File: src/design/swg_pkg.sv
/*
 * constants, state codes, register map and carrier structs of the
 * gated standard watchdog.
 * assumes a single 20 MHz clock pclk and an APB register bus.
 */
// How it works
// RL1 - only a falling kick edge services the watchdog
// RL2 - interval between falling kicks decides released or asserted expiry
// RL3 - no kick within the active timeout drives expiry low
// RL4 - supervisor must kick before the shortest timeout elapses
// RL5 - unconnected config, select high: 1600 ms timeout
// RL6 - pulled-up config, select high: 200 ms timeout
// RL7 - capacitor config: timeout is 77.4 ms per nF plus 55 ms
// RL8 - after supply rise, probe config for 381 us and latch option
// RL9 - select low disables timer and ignores kicks
// RL10 - after re-enable, kicks ignored for 150 us settle time
// RL11 - supervisor uses select, not gate, for long disables
// RL12 - short gate low gives one reset cycle, held low disables
// RL13 - gate low: status low after 200 ns, expiry released; gate is not sampled during the power-up probe, status rises at 300 us
// RL14 - while gate low, kicks are disregarded
// RL15 - gate high again resumes normal kick handling
// RL16 - after gate high, status and expiry release after 200 ms
// RL17 - undriven gate input counts as high
// RL18 - at power-up, status low and kicks ignored for 300 us; kicks stay ignored until the 381 us probe ends
// RL19 - below operating supply, status low, kicks ignored
// RL20 - expiry held low for reset delay, then count restarts
package swg_pkg;

    // ------------------------------------------------------------
    // clock and times
    // ------------------------------------------------------------
    localparam int CLK_KHZ = 20000;
    localparam int NS_PER_MS = 1000000;
    localparam int CYC_PER_US = CLK_KHZ / 1000;
    localparam int PROBE_US = 381;
    localparam int STARTUP_US = 300;
    localparam int SETTLE_US = 150;
    localparam int GATE_DLY_NS = 200;
    localparam int RST_MS = 200;
    localparam int WD_LONG_MS = 1600;
    localparam int WD_SHORT_MS = 200;
    localparam int CAP_SLOPE_TENTH_MS = 774;
    localparam int CAP_BASE_MS = 55;

    localparam int PROBE_CYC = PROBE_US * CYC_PER_US;
    localparam int STARTUP_CYC = STARTUP_US * CYC_PER_US;
    localparam int SETTLE_CYC = SETTLE_US * CYC_PER_US;
    localparam int GATE_DLY_RAW = (GATE_DLY_NS * CLK_KHZ) / NS_PER_MS;
    localparam int GATE_DLY_CYC = (GATE_DLY_RAW < 1) ? 1 : GATE_DLY_RAW;
    localparam int RST_CYC = RST_MS * CLK_KHZ;
    localparam int WD_LONG_CYC = WD_LONG_MS * CLK_KHZ;
    localparam int WD_SHORT_CYC = WD_SHORT_MS * CLK_KHZ;
    localparam int CAP_SLOPE_CYC = (CAP_SLOPE_TENTH_MS * CLK_KHZ) / 10;
    localparam int CAP_BASE_CYC = CAP_BASE_MS * CLK_KHZ;

    // ------------------------------------------------------------
    // config pin classes and register map
    // ------------------------------------------------------------
    localparam logic [1:0] OPT_OPEN = 2'h0;
    localparam logic [1:0] OPT_PULLUP = 2'h1;
    localparam logic [1:0] OPT_CAP = 2'h2;

    localparam int CAP_W = 10;
    localparam logic [CAP_W-1:0] CAP_RST = 10'h001;
    localparam logic [7:0] REG_CAP = 8'h00;
    localparam logic [7:0] REG_STATUS = 8'h04;
    localparam logic [7:0] REG_KICKS = 8'h08;
    localparam int ST_LSB = 0;
    localparam int OPT_LSB = 8;
    localparam int EXP_BIT = 10;
    localparam int GST_BIT = 11;

    typedef enum logic [7:0] {
        S_LOWSUP = 8'h01,
        S_PROBE = 8'h02,
        S_OFF = 8'h04,
        S_SETTLE = 8'h08,
        S_RUN = 8'h10,
        S_EXPIRE = 8'h20,
        S_GATED = 8'h40,
        S_RELEASE = 8'h80
    } swg_state_e;

    typedef struct packed {
        logic psel;
        logic penable;
        logic pwrite;
        logic [7:0] paddr;
        logic [31:0] pwdata;
    } swg_apb_req_s;

    typedef struct packed {
        swg_state_e st;
        logic [1:0] opt;
        logic expiry_n;
        logic gate_status;
        logic [15:0] kicks;
    } swg_stat_s;

endpackage : swg_pkg

File: src/design/swg_watchdog.sv
/*
 * gated standard watchdog core with its APB register slave.
 * assumes all pins synchronous to pclk; presetn acts as power-on reset
 * and supply_ok reports the supply above its operating minimum.
 */
// Chosen here: the placing of the registers and the APB interface to the registers.
`timescale 1ns/1ns
module swg_watchdog import swg_pkg::*; #(
    parameter int P_PROBE_CYC = PROBE_CYC,
    parameter int P_STARTUP_CYC = STARTUP_CYC,
    parameter int P_RST_CYC = RST_CYC,
    parameter int P_WD_LONG_CYC = WD_LONG_CYC,
    parameter int P_WD_SHORT_CYC = WD_SHORT_CYC,
    parameter int P_CAP_SLOPE_CYC = CAP_SLOPE_CYC,
    parameter int P_CAP_BASE_CYC = CAP_BASE_CYC
) (
    input wire logic pclk,
    input wire logic presetn,
    input wire logic psel,
    input wire logic penable,
    input wire logic pwrite,
    input wire logic [7:0] paddr,
    input wire logic [31:0] pwdata,
    output logic [31:0] prdata,
    output logic pready,
    output logic pslverr,
    input wire logic supply_ok,
    input wire logic [1:0] timeout_config_pin,
    input wire logic timer_arm_select,
    input wire logic gate_in,
    input wire logic kick_in,
    output logic expiry_out_n,
    output logic gate_status_out
);

    // ------------------------------------------------------------
    // state
    // ------------------------------------------------------------
    typedef struct packed {
        swg_state_e st;
        logic [31:0] cnt;
        logic [31:0] gdly;
        logic kick_q;
        logic [1:0] opt;
        logic expiry_n;
        logic gate_status;
        logic [15:0] kicks;
    } swg_core_s;

    swg_core_s q;
    swg_core_s nxt_q;
    swg_apb_req_s req;
    swg_stat_s stat;
    logic [CAP_W-1:0] cap_nf;
    logic [31:0] timeout_cyc;
    logic kick_fall;

    assign req = '{psel: psel, penable: penable, pwrite: pwrite,
                   paddr: paddr, pwdata: pwdata};
    assign stat = '{st: q.st, opt: q.opt, expiry_n: q.expiry_n,
                    gate_status: q.gate_status, kicks: q.kicks};

    // ------------------------------------------------------------
    // timeout selection and kick edge
    // ------------------------------------------------------------
    always_comb begin
        case (q.opt)
            OPT_PULLUP: timeout_cyc = 32'(P_WD_SHORT_CYC); // [RL6]
            OPT_CAP: timeout_cyc = 32'(cap_nf) * 32'(P_CAP_SLOPE_CYC)
                + 32'(P_CAP_BASE_CYC); // [RL7]
            default: timeout_cyc = 32'(P_WD_LONG_CYC); // [RL5]
        endcase
    end

    // falling edge only; levels and rises do nothing
    assign kick_fall = q.kick_q && !kick_in; // [RL1]

    // ------------------------------------------------------------
    // sequencer
    // ------------------------------------------------------------
    always_comb begin
        nxt_q = q;
        nxt_q.kick_q = kick_in;
        case (q.st)
            S_LOWSUP: begin
                // table level taken for expiry here, status held low
                nxt_q.gate_status = 1'b0; // [RL19]
                nxt_q.expiry_n = 1'b1;
                nxt_q.cnt = 32'h0000_0000;
                if (supply_ok) begin
                    nxt_q.st = S_PROBE;
                end
            end
            S_PROBE: begin
                nxt_q.cnt = q.cnt + 32'h0000_0001;
                // kicks ignored until probing ends
                if (q.cnt == 32'(P_STARTUP_CYC - 1)) begin
                    nxt_q.gate_status = 1'b1; // [RL18]
                end
                if (q.cnt == 32'(P_PROBE_CYC - 1)) begin
                    nxt_q.opt = (timeout_config_pin == OPT_CAP
                        || timeout_config_pin == OPT_PULLUP)
                        ? timeout_config_pin : OPT_OPEN; // [RL8]
                    nxt_q.cnt = 32'h0000_0000;
                    nxt_q.st = timer_arm_select ? S_RUN : S_OFF;
                end
            end
            S_OFF: begin
                nxt_q.expiry_n = 1'b1; // [RL9]
                nxt_q.cnt = 32'h0000_0000;
                if (timer_arm_select) begin
                    nxt_q.st = S_SETTLE;
                end
            end
            S_SETTLE: begin
                // kicks seen here are dropped on purpose
                nxt_q.cnt = q.cnt + 32'h0000_0001; // [RL10]
                if (!timer_arm_select) begin
                    nxt_q.st = S_OFF;
                end else if (q.cnt == 32'(SETTLE_CYC - 1)) begin
                    nxt_q.cnt = 32'h0000_0000;
                    nxt_q.st = S_RUN;
                end
            end
            S_RUN: begin
                if (!timer_arm_select) begin
                    nxt_q.st = S_OFF; // [RL9]
                end else if (kick_fall) begin
                    nxt_q.cnt = 32'h0000_0000; // [RL2] [RL4]
                    nxt_q.kicks = q.kicks + 16'h0001;
                end else if (q.cnt >= timeout_cyc - 32'h0000_0001) begin
                    nxt_q.expiry_n = 1'b0; // [RL3] [RL2]
                    nxt_q.cnt = 32'h0000_0000;
                    nxt_q.st = S_EXPIRE;
                end else begin
                    nxt_q.cnt = q.cnt + 32'h0000_0001;
                end
            end
            S_EXPIRE: begin
                nxt_q.cnt = q.cnt + 32'h0000_0001;
                if (!timer_arm_select) begin
                    nxt_q.expiry_n = 1'b1;
                    nxt_q.st = S_OFF;
                end else if (q.cnt == 32'(P_RST_CYC - 1)) begin
                    nxt_q.expiry_n = 1'b1; // [RL20]
                    nxt_q.cnt = 32'h0000_0000;
                    nxt_q.st = S_RUN;
                end
            end
            S_GATED: begin
                // held low gate keeps the timer off indefinitely
                nxt_q.expiry_n = 1'b1; // [RL13] [RL14] [RL12]
                if (q.gdly == 32'(GATE_DLY_CYC - 1)) begin
                    nxt_q.gate_status = 1'b0; // [RL13]
                end else begin
                    nxt_q.gdly = q.gdly + 32'h0000_0001;
                end
                if (gate_in) begin
                    nxt_q.cnt = 32'h0000_0000;
                    nxt_q.st = S_RELEASE;
                end
            end
            S_RELEASE: begin
                // short gate pulses still give one full reset cycle
                nxt_q.gate_status = 1'b0; // [RL12]
                nxt_q.cnt = q.cnt + 32'h0000_0001;
                if (q.cnt == 32'(P_RST_CYC - 1)) begin
                    nxt_q.gate_status = 1'b1; // [RL16]
                    nxt_q.expiry_n = 1'b1;
                    nxt_q.cnt = 32'h0000_0000;
                    nxt_q.st = timer_arm_select ? S_RUN : S_OFF; // [RL15]
                end
            end
            default: begin
                nxt_q.st = S_LOWSUP;
            end
        endcase
        // gate low outranks select; pin pull-up lives outside [RL17]
        if (q.st != S_LOWSUP && q.st != S_PROBE && q.st != S_GATED
            && !gate_in) begin
            nxt_q.st = S_GATED; // [RL14]
            nxt_q.gdly = 32'h0000_0000;
            nxt_q.expiry_n = 1'b1; // [RL13]
        end
        // supply loss outranks everything and forces a new probe
        if (!supply_ok) begin
            nxt_q.st = S_LOWSUP; // [RL19]
            nxt_q.gate_status = 1'b0;
            nxt_q.expiry_n = 1'b1;
            nxt_q.cnt = 32'h0000_0000;
        end
    end

    always_ff @(posedge pclk or negedge presetn) begin
        if (!presetn) begin
            q <= '{st: S_LOWSUP, cnt: 32'h0000_0000, gdly: 32'h0000_0000,
                   kick_q: 1'b1, opt: OPT_OPEN, expiry_n: 1'b1,
                   gate_status: 1'b0, kicks: 16'h0000};
        end else begin
            q <= nxt_q;
        end
    end

    assign expiry_out_n = q.expiry_n;
    assign gate_status_out = q.gate_status;

    // ------------------------------------------------------------
    // register slave
    // ------------------------------------------------------------
    swg_regs u_swg_regs (
        .pclk(pclk),
        .presetn(presetn),
        .req(req),
        .stat(stat),
        .prdata(prdata),
        .pready(pready),
        .pslverr(pslverr),
        .cap_nf(cap_nf)
    );

endmodule : swg_watchdog

File: src/design/swg_regs.sv
/*
 * APB slave holding the capacitor value and reporting watchdog status.
 * assumes APB3 signalling; every access answers with one wait state.
 */
`timescale 1ns/1ns
module swg_regs import swg_pkg::*; (
    input wire logic pclk,
    input wire logic presetn,
    input swg_apb_req_s req,
    input swg_stat_s stat,
    output logic [31:0] prdata,
    output logic pready,
    output logic pslverr,
    output logic [CAP_W-1:0] cap_nf
);

    // ------------------------------------------------------------
    // state
    // ------------------------------------------------------------
    typedef struct packed {
        logic pready;
        logic pslverr;
        logic [31:0] prdata;
        logic [CAP_W-1:0] cap;
    } swg_regs_s;

    swg_regs_s q;
    swg_regs_s nxt_q;

    always_comb begin
        nxt_q = q;
        nxt_q.pready = 1'b0;
        nxt_q.pslverr = 1'b0;
        // registered answer keeps pready off a comb path
        if (req.psel && req.penable && !q.pready) begin
            nxt_q.pready = 1'b1;
            nxt_q.prdata = 32'h0000_0000;
            case (req.paddr)
                REG_CAP: begin
                    nxt_q.prdata[CAP_W-1:0] = q.cap;
                end
                REG_STATUS: begin
                    nxt_q.prdata[ST_LSB +: 8] = stat.st;
                    nxt_q.prdata[OPT_LSB +: 2] = stat.opt;
                    nxt_q.prdata[EXP_BIT] = stat.expiry_n;
                    nxt_q.prdata[GST_BIT] = stat.gate_status;
                end
                REG_KICKS: begin
                    nxt_q.prdata[15:0] = stat.kicks;
                end
                default: begin
                    nxt_q.pslverr = 1'b1;
                end
            endcase
        end
        if (req.psel && req.penable && q.pready && req.pwrite
            && req.paddr == REG_CAP) begin
            nxt_q.cap = req.pwdata[CAP_W-1:0];
        end
    end

    always_ff @(posedge pclk or negedge presetn) begin
        if (!presetn) begin
            q <= '{pready: 1'b0, pslverr: 1'b0, prdata: 32'h0000_0000,
                   cap: CAP_RST};
        end else begin
            q <= nxt_q;
        end
    end

    assign prdata = q.prdata;
    assign pready = q.pready;
    assign pslverr = q.pslverr;
    assign cap_nf = q.cap;

endmodule : swg_regs

File: config.mk
export PLATFORM = sky130hd
export DESIGN_NAME = swg_watchdog
export DESIGN_NICKNAME = d
export VERILOG_FILES = /design/src/design/swg_pkg.sv /design/src/design/swg_watchdog.sv /design/src/design/swg_regs.sv
export SDC_FILE = /design/constraint.sdc
export NUM_CORES = 1
export LEC_CHECK = 0
export ABC_AREA = 0
export BUFFER_PORTS_ARGS = -buffer_cell sky130_fd_sc_hd__buf_4
export CORE_MARGIN = 2
export CORE_UTILIZATION = 35
export CTS_CLUSTER_SIZE = 14
export DETAILED_ROUTE_END_ITERATION = 7
export PLACE_DENSITY = 0.59
export SETUP_SLACK_MARGIN = 0.02
export SYNTH_ARGS = -nofsm -noshare
export SYNTH_HDL_FRONTEND = slang
export SYNTH_SLANG_ARGS = --single-unit
File: constraint.sdc
create_clock -name pclk -period 8.75 [get_ports pclk]
set_input_delay 0 -clock pclk [delete_from_list [all_inputs] [get_ports pclk]]
set_output_delay 0 -clock pclk [all_outputs]
set_load 0.03 [all_outputs]
After elaboration in Yosys (flattened, before gate mapping)

Cells that the tools add are included.
W data, S select, Z words.

Logic and storage cells: 128
Input port bits: 51
Register bits after elaboration: 121
Output and inout port bits: 36

Multipliers: 1
Mux-type cells: 43
Magnitude comparators: 1
Add/sub/neg operators: 5
Eq/ne operators: 41
Reductions and logical operators: 25

Operator list:

| cell                     | count |
|---|---|
| $mux W32                 | 8 |
| $mux W40                 | 6 |
| $pmux W32 S7             | 1 |
| $add A32 B1 Y32 const B  | 2 |
| $eq A32 B13 Y1 const B   | 2 |
| $pmux W32 S2             | 1 |
| $pmux W8 S8              | 1 |
| $mux W8                  | 7 |
| $mux W34                 | 1 |
| $add A31 B21 Y32 const B | 1 |
| $eq A32 B12 Y1 const B   | 1 |
| $eq A32 B2 Y1 const B    | 1 |
| $eq A32 B22 Y1 const B   | 1 |
| $ge A32 B32 Y1           | 1 |
| $sub A32 B1 Y32 const B  | 1 |
| $pmux W10 S3             | 1 |
| $ne A4 B4 Y1 const B     | 7 |
| $mul A10 B16 Y26 const B | 1 |
| $ne A5 B5 Y1 const B     | 4 |
| $add A16 B1 Y16 const B  | 1 |
| $eq A8 B3 Y1 const B     | 2 |
| $eq A8 B4 Y1 const B     | 2 |
| $ne A8 B2 Y1 const B     | 2 |
| $ne A3 B3 Y1 const B     | 4 |
| other kinds (30)         | 57 |

Longest topological paths before layout

Word-level depth: 11
Depth in mapped cells: 37
Gate-level depth less buffers: 34

Hierarchy

A second synthesis with hierarchy kept.

Cells, all modules: 1350
Area, all modules: 12074.1 um2

By module, submodules not included:

| module       | cells an instance | area an instance (um2) | instances | seq. area each (um2) |
|---|---|---|---|---|
| swg_watchdog | 1234              | 10612.7                | 1         | 2331.0 |
| swg_regs     | 116               | 1461.4                 | 1         | 701.9 |

Least setup slack after synthesis

Ideal clock, no wire load.

Path kind: register -> register
From: register u_swg_regs.q, in the netlist u_swg_regs.cap_nf[7]
To: register q[71] (netlist name)
Required time: 8.684 ns
Arrival time: 8.542 ns
Cell stages (with the launch flop): 37
Buffers on the path: 3
Period minus slack after synthesis: 8.609 ns
Path slack: 0.141 ns
Library setup time: 0.066 ns
Cells stage by stage: dfrtp_1 inv_1 fa_1 fa_1 inv_1 fa_1 inv_1 fa_1 inv_1 fa_1 ha_1 clkbuf_2 a21o_2 o21bai_2 a2111o_1 o211ai_1 clkbuf_1 nor4b_1 a2111oi_0 a31o_2 and4_1 o21a_1 nand2_1 xnor2_1 ha_1 a21o_1 a21o_1 a21o_1 a21o_1 a21o_1 a21o_1 a21oi_1 nor4b_1 a21oi_1 nor2_1 clkbuf_1 a22o_1

Word-level cells in the longest chain between the ends: 10

Ends and longest elaborated chain:

| element                | line                | text |
|---|---|---|
| start, declared        | swg_regs.sv:27      | `swg_regs_s q;` |
| start signal, assigned | swg_regs.sv:64      | `q <= '{pready: 1'b0, pslverr: 1'b0, prdata: 32'h0000_0000,` |
| start signal, assigned | swg_regs.sv:67      | `q <= nxt_q;` |
| $mul A10 B16 Y26       | swg_watchdog.sv:69  | `OPT_CAP: timeout_cyc = 32'(cap_nf) * 32'(P_CAP_SLOPE_CYC)` |
| $add A31 B21 Y32       | swg_watchdog.sv:70  | `+ 32'(P_CAP_BASE_CYC);` |
| $pmux W32 S2           | swg_watchdog.sv:67  | `case (q.opt)` |
| $sub A32 B1 Y32        | swg_watchdog.sv:131 | `end else if (q.cnt >= timeout_cyc - 32'h0000_0001) begin` |
| $ge A32 B32 Y1         | swg_watchdog.sv:131 |  |
| $mux W32               | swg_watchdog.sv:131 |  |
| $mux W32               | swg_watchdog.sv:128 | `end else if (kick_fall) begin` |
| $mux W32               | swg_watchdog.sv:126 | `if (!timer_arm_select) begin` |
| $pmux W32 S7           | swg_watchdog.sv:84  | `case (q.st)` |
| $mux W40               | swg_watchdog.sv:186 | `if (!supply_ok) begin` |
| end signal, assigned   | swg_watchdog.sv:196 | `q <= '{st: S_LOWSUP, cnt: 32'h0000_0000, gdly: 32'h0000_0000,` |
| end signal, assigned   | swg_watchdog.sv:200 | `q <= nxt_q;` |
| end, declared          | swg_watchdog.sv:50  | `swg_core_s q;` |

No other way between the ends. The select of a mux whose other input is x is not followed.
A chain may end at the register's enable or synchronous reset.

Worst setup path in the final report

From: register u_swg_regs.q, in the netlist u_swg_regs.cap_nf[1]
To: register q[55] (netlist name)

The elaborated chain is that of the path after synthesis.

==> qor.csv <==
metric,value,unit
peakVddDrop,0.127,mV
critPathMaxFanout,6,
p_leak,0.00667,uW
start_util,0.355,
grt_use_total,0.174,
yosys.cell_count.top_type,nor2_1,
netlist_top_cells_area,"dfrtp_1 24%, ha_1 11%, fa_1 9.2%",
finalHoldViolations,0,
startpoint,u_swg_regs.cap_nf[1],
status,"complete, no violations",
grt_pass1_vias,10071,
hold_path_class,primary input to flop,
fillers,3428,
synth_xor_area_frac,0.0700,
pin_count,87,
dp_cells,1913,
dpl-instance-area,0.0134,sq mm
critPathMostFrequentCell,a21o_1,
finalPower,2220,uW
place.gp.congestion,0.951,
cts_tree,yes,
crit_type,flop to flop,
worst_pin_slew,0.943,ns
firstDrtPassIters,5,
worstSetupEndpoint,q[55],
placementRows,68,
ys_types,102,
synthSimpleGateAreaFrac,0.221,
cpPeakStageDelay,0.56,ns
powerDensity,153,mW/mm^2
overflow,0,
rrSetupSlack,0.31,ns
slew_viol_final,0,
via_per_inst,5.25,
drc,0,
synth-seq-cells,121,
fin_skew,0.0217,ns
netlist.area_leader.share,0.239,
syn_avg_cell_area,8.78,sq um
setup_viol,0,
path_clk_slew,0.07,ns
synth_compound_area_frac,0.173,
max-cap-violations,0,
finalNonFillerCells,1973,
die_height,191,microns
r2r_start,u_swg_regs.cap_nf[1],
die_w,191,microns
ys_seq_area_frac,0.248,
dp_hpwl,24300,microns
insertedDiodeCount,0,
grt_pass1_wl,51200,microns
area_growth_syn_to_layout,18.4,%
hold_path.startpoint,paddr[0],
portBuffers,48,
cts_buffers,17,
wirelength,31100,microns
synth_edf_count,0,
synthTopCellsByCount,"126 x nor2_1, 117 x dfrtp_1, 111 x ha_1",
worstReg2RegEnd,q[55],
detail_route.wl_per_cell,15.8,microns
timing.final.crit_share,0.965,
grt_max_degree,70,
max_freq,118,MHz
core-area,0.0345,sq mm
synth_top_family_by_area,simple AND/OR/NAND/NOR gates,
via_count,10368,
final_area,0.0145,sq mm
worstRegToRegCells,33,
slew_headroom,0.369,
synth_fa_ha_area_frac,0.205,
synthMuxAreaShare,0.0220,
drt_iter0_drc,605,
clockBufferDepth,2,
async_reset_ff_frac,1.00,
yosysWarnings,0,
clock_latency,0.44,ns
layout.nets,1723,
synth_top_area_cell,dfrtp_1,
worstPathRequired,9.10,ns
synthFlopType,dfrtp_1,
critPathSlowestCell,fa_1,
min_period,8.44,ns
cts_max_level,4,
cp-end-kind,flop,
final_layout_size_suffix_gt1_frac,0.168,
antenna_found_initial,0,
root_buffer,clkbuf_16,
cts_num_sinks,121,
critPathLaunchType,flop,
synth_cells,1394,
dieArea,0.0365,sq mm
ant_nets,0,
syn_area,0.0122,sq mm
crit_arrival,8.79,ns
area by class of cell:
class | instances | area [sq um] | share of cell area
multi-input cells | 1119 | 8820 | 0.609
clock buffers | 17 | 425 | 0.0293
clock inverters | 15 | 149 | 0.0103
repair buffers | 136 | 1080 | 0.0748
flip-flops and latches | 121 | 3030 | 0.209
inverters | 110 | 413 | 0.0285
well taps | 455 | 569 | 0.0393
flip-flops by register name (all words and copies together), names as in the netlist:
signal and count:
expiry_out_n 1, gate_status_out 1, q 91, u_swg_regs.cap_nf 10, u_swg_regs.prdata 16, u_swg_regs.pready 1
u_swg_regs.pslverr 1
critical path: cells and delay by family (launching register included):
| family | cells | cell delay (ns) |
|---|---|---|
| XOR/XNOR | 1 | 0.13 |
| flip-flops | 1 | 0.40 |
| adder cells (fa/ha/maj) | 7 | 2.88 |
| AO/OA/AOI/OAI | 12 | 2.30 |
| multiplexers | 2 | 0.55 |
| buffers and inverters | 5 | 0.58 |
| AND/OR/NAND/NOR | 6 | 1.51 |
layout by cell type, fill, tap and decap left out, types with 15 or more instances in the layout:
cell type / synthesis / final
clkbuf_16: 0 / 17
a21oi_1: 53 / 49
xor2_1: 38 / 37
nand3_1: 49 / 47
inv_1: 109 / 109
or3_1: 16 / 16
nor4_1: 23 / 21
nor2b_1: 27 / 27
a21o_1: 27 / 26
nor3_1: 36 / 34
nand4_1: 24 / 24
ha_1: 111 / 106
a22o_1: 27 / 27
dfrtp_1: 117 / 117
o21ai_0: 84 / 82
and3_1: 24 / 23
fa_1: 56 / 55
dlygate4sd3_1: 0 / 20
conb_1: 1 / 16
nand2_1: 103 / 103
nor2_1: 126 / 125
mux2i_1: 16 / 15
buf_4: 18 / 115
xnor2_1: 53 / 53
logic make-up after synthesis:
family | after synthesis
buffers and inverters | 169
AND/OR/NAND/NOR | 516
flip-flops | 121
XOR/XNOR | 94
other | 1
multiplexers | 25
adder cells (fa/ha/maj) | 167
AO/OA/AOI/OAI | 301
what timing repair did:
action / 4_1_cts / 5_1_grt
hold buffers: 20 / 0
pin swaps: 0 / 16
endpoints found under the hold margin: 89 / 0
resized for setup: 6 / 44
endpoints found under the setup margin: 5 / 36
setup buffers: 0 / 8
through the flow:
stage	hold slack, ns	setup WS (ns)	TNS, ns	util
after floorplan	-0.296	0.141	0	-
after global placement	0.120	0.119	0	0.388
after detailed placement	0.121	0.00177	0	0.388
after CTS	0.109	0.0467	0	0.412
after global routing	0.190	-0.0493	-0.222	0.421
final	0.126	0.306	0	0.421
where the power goes:
group | internal [uW] | total (uW) | switching, uW
logic | 368 | 924 | 555
clock network | 379 | 691 | 312
registers | 581 | 609 | 28.3
worst min path at each step:
stage	end	slack [ns]	cells after the start
final	u_swg_regs.prdata[15]	0.13	6
after detailed placement	q[20]	0.12	1
after floorplan	gate_status_out	-0.30	0
after CTS	u_swg_regs.prdata[13]	0.11	6
after global routing	u_swg_regs.prdata[15]	0.19	6
after global placement	q[20]	0.12	1
routing by layer:
layer  vias up  wire, microns  GRT usage
met4         0            425     0.0414
li1       5143              -          -
met1      5050          14900      0.237
met5         -              0          0
met2       142          15000      0.289
met3        33            772     0.0272
Power figures use the tool's default switching activity.
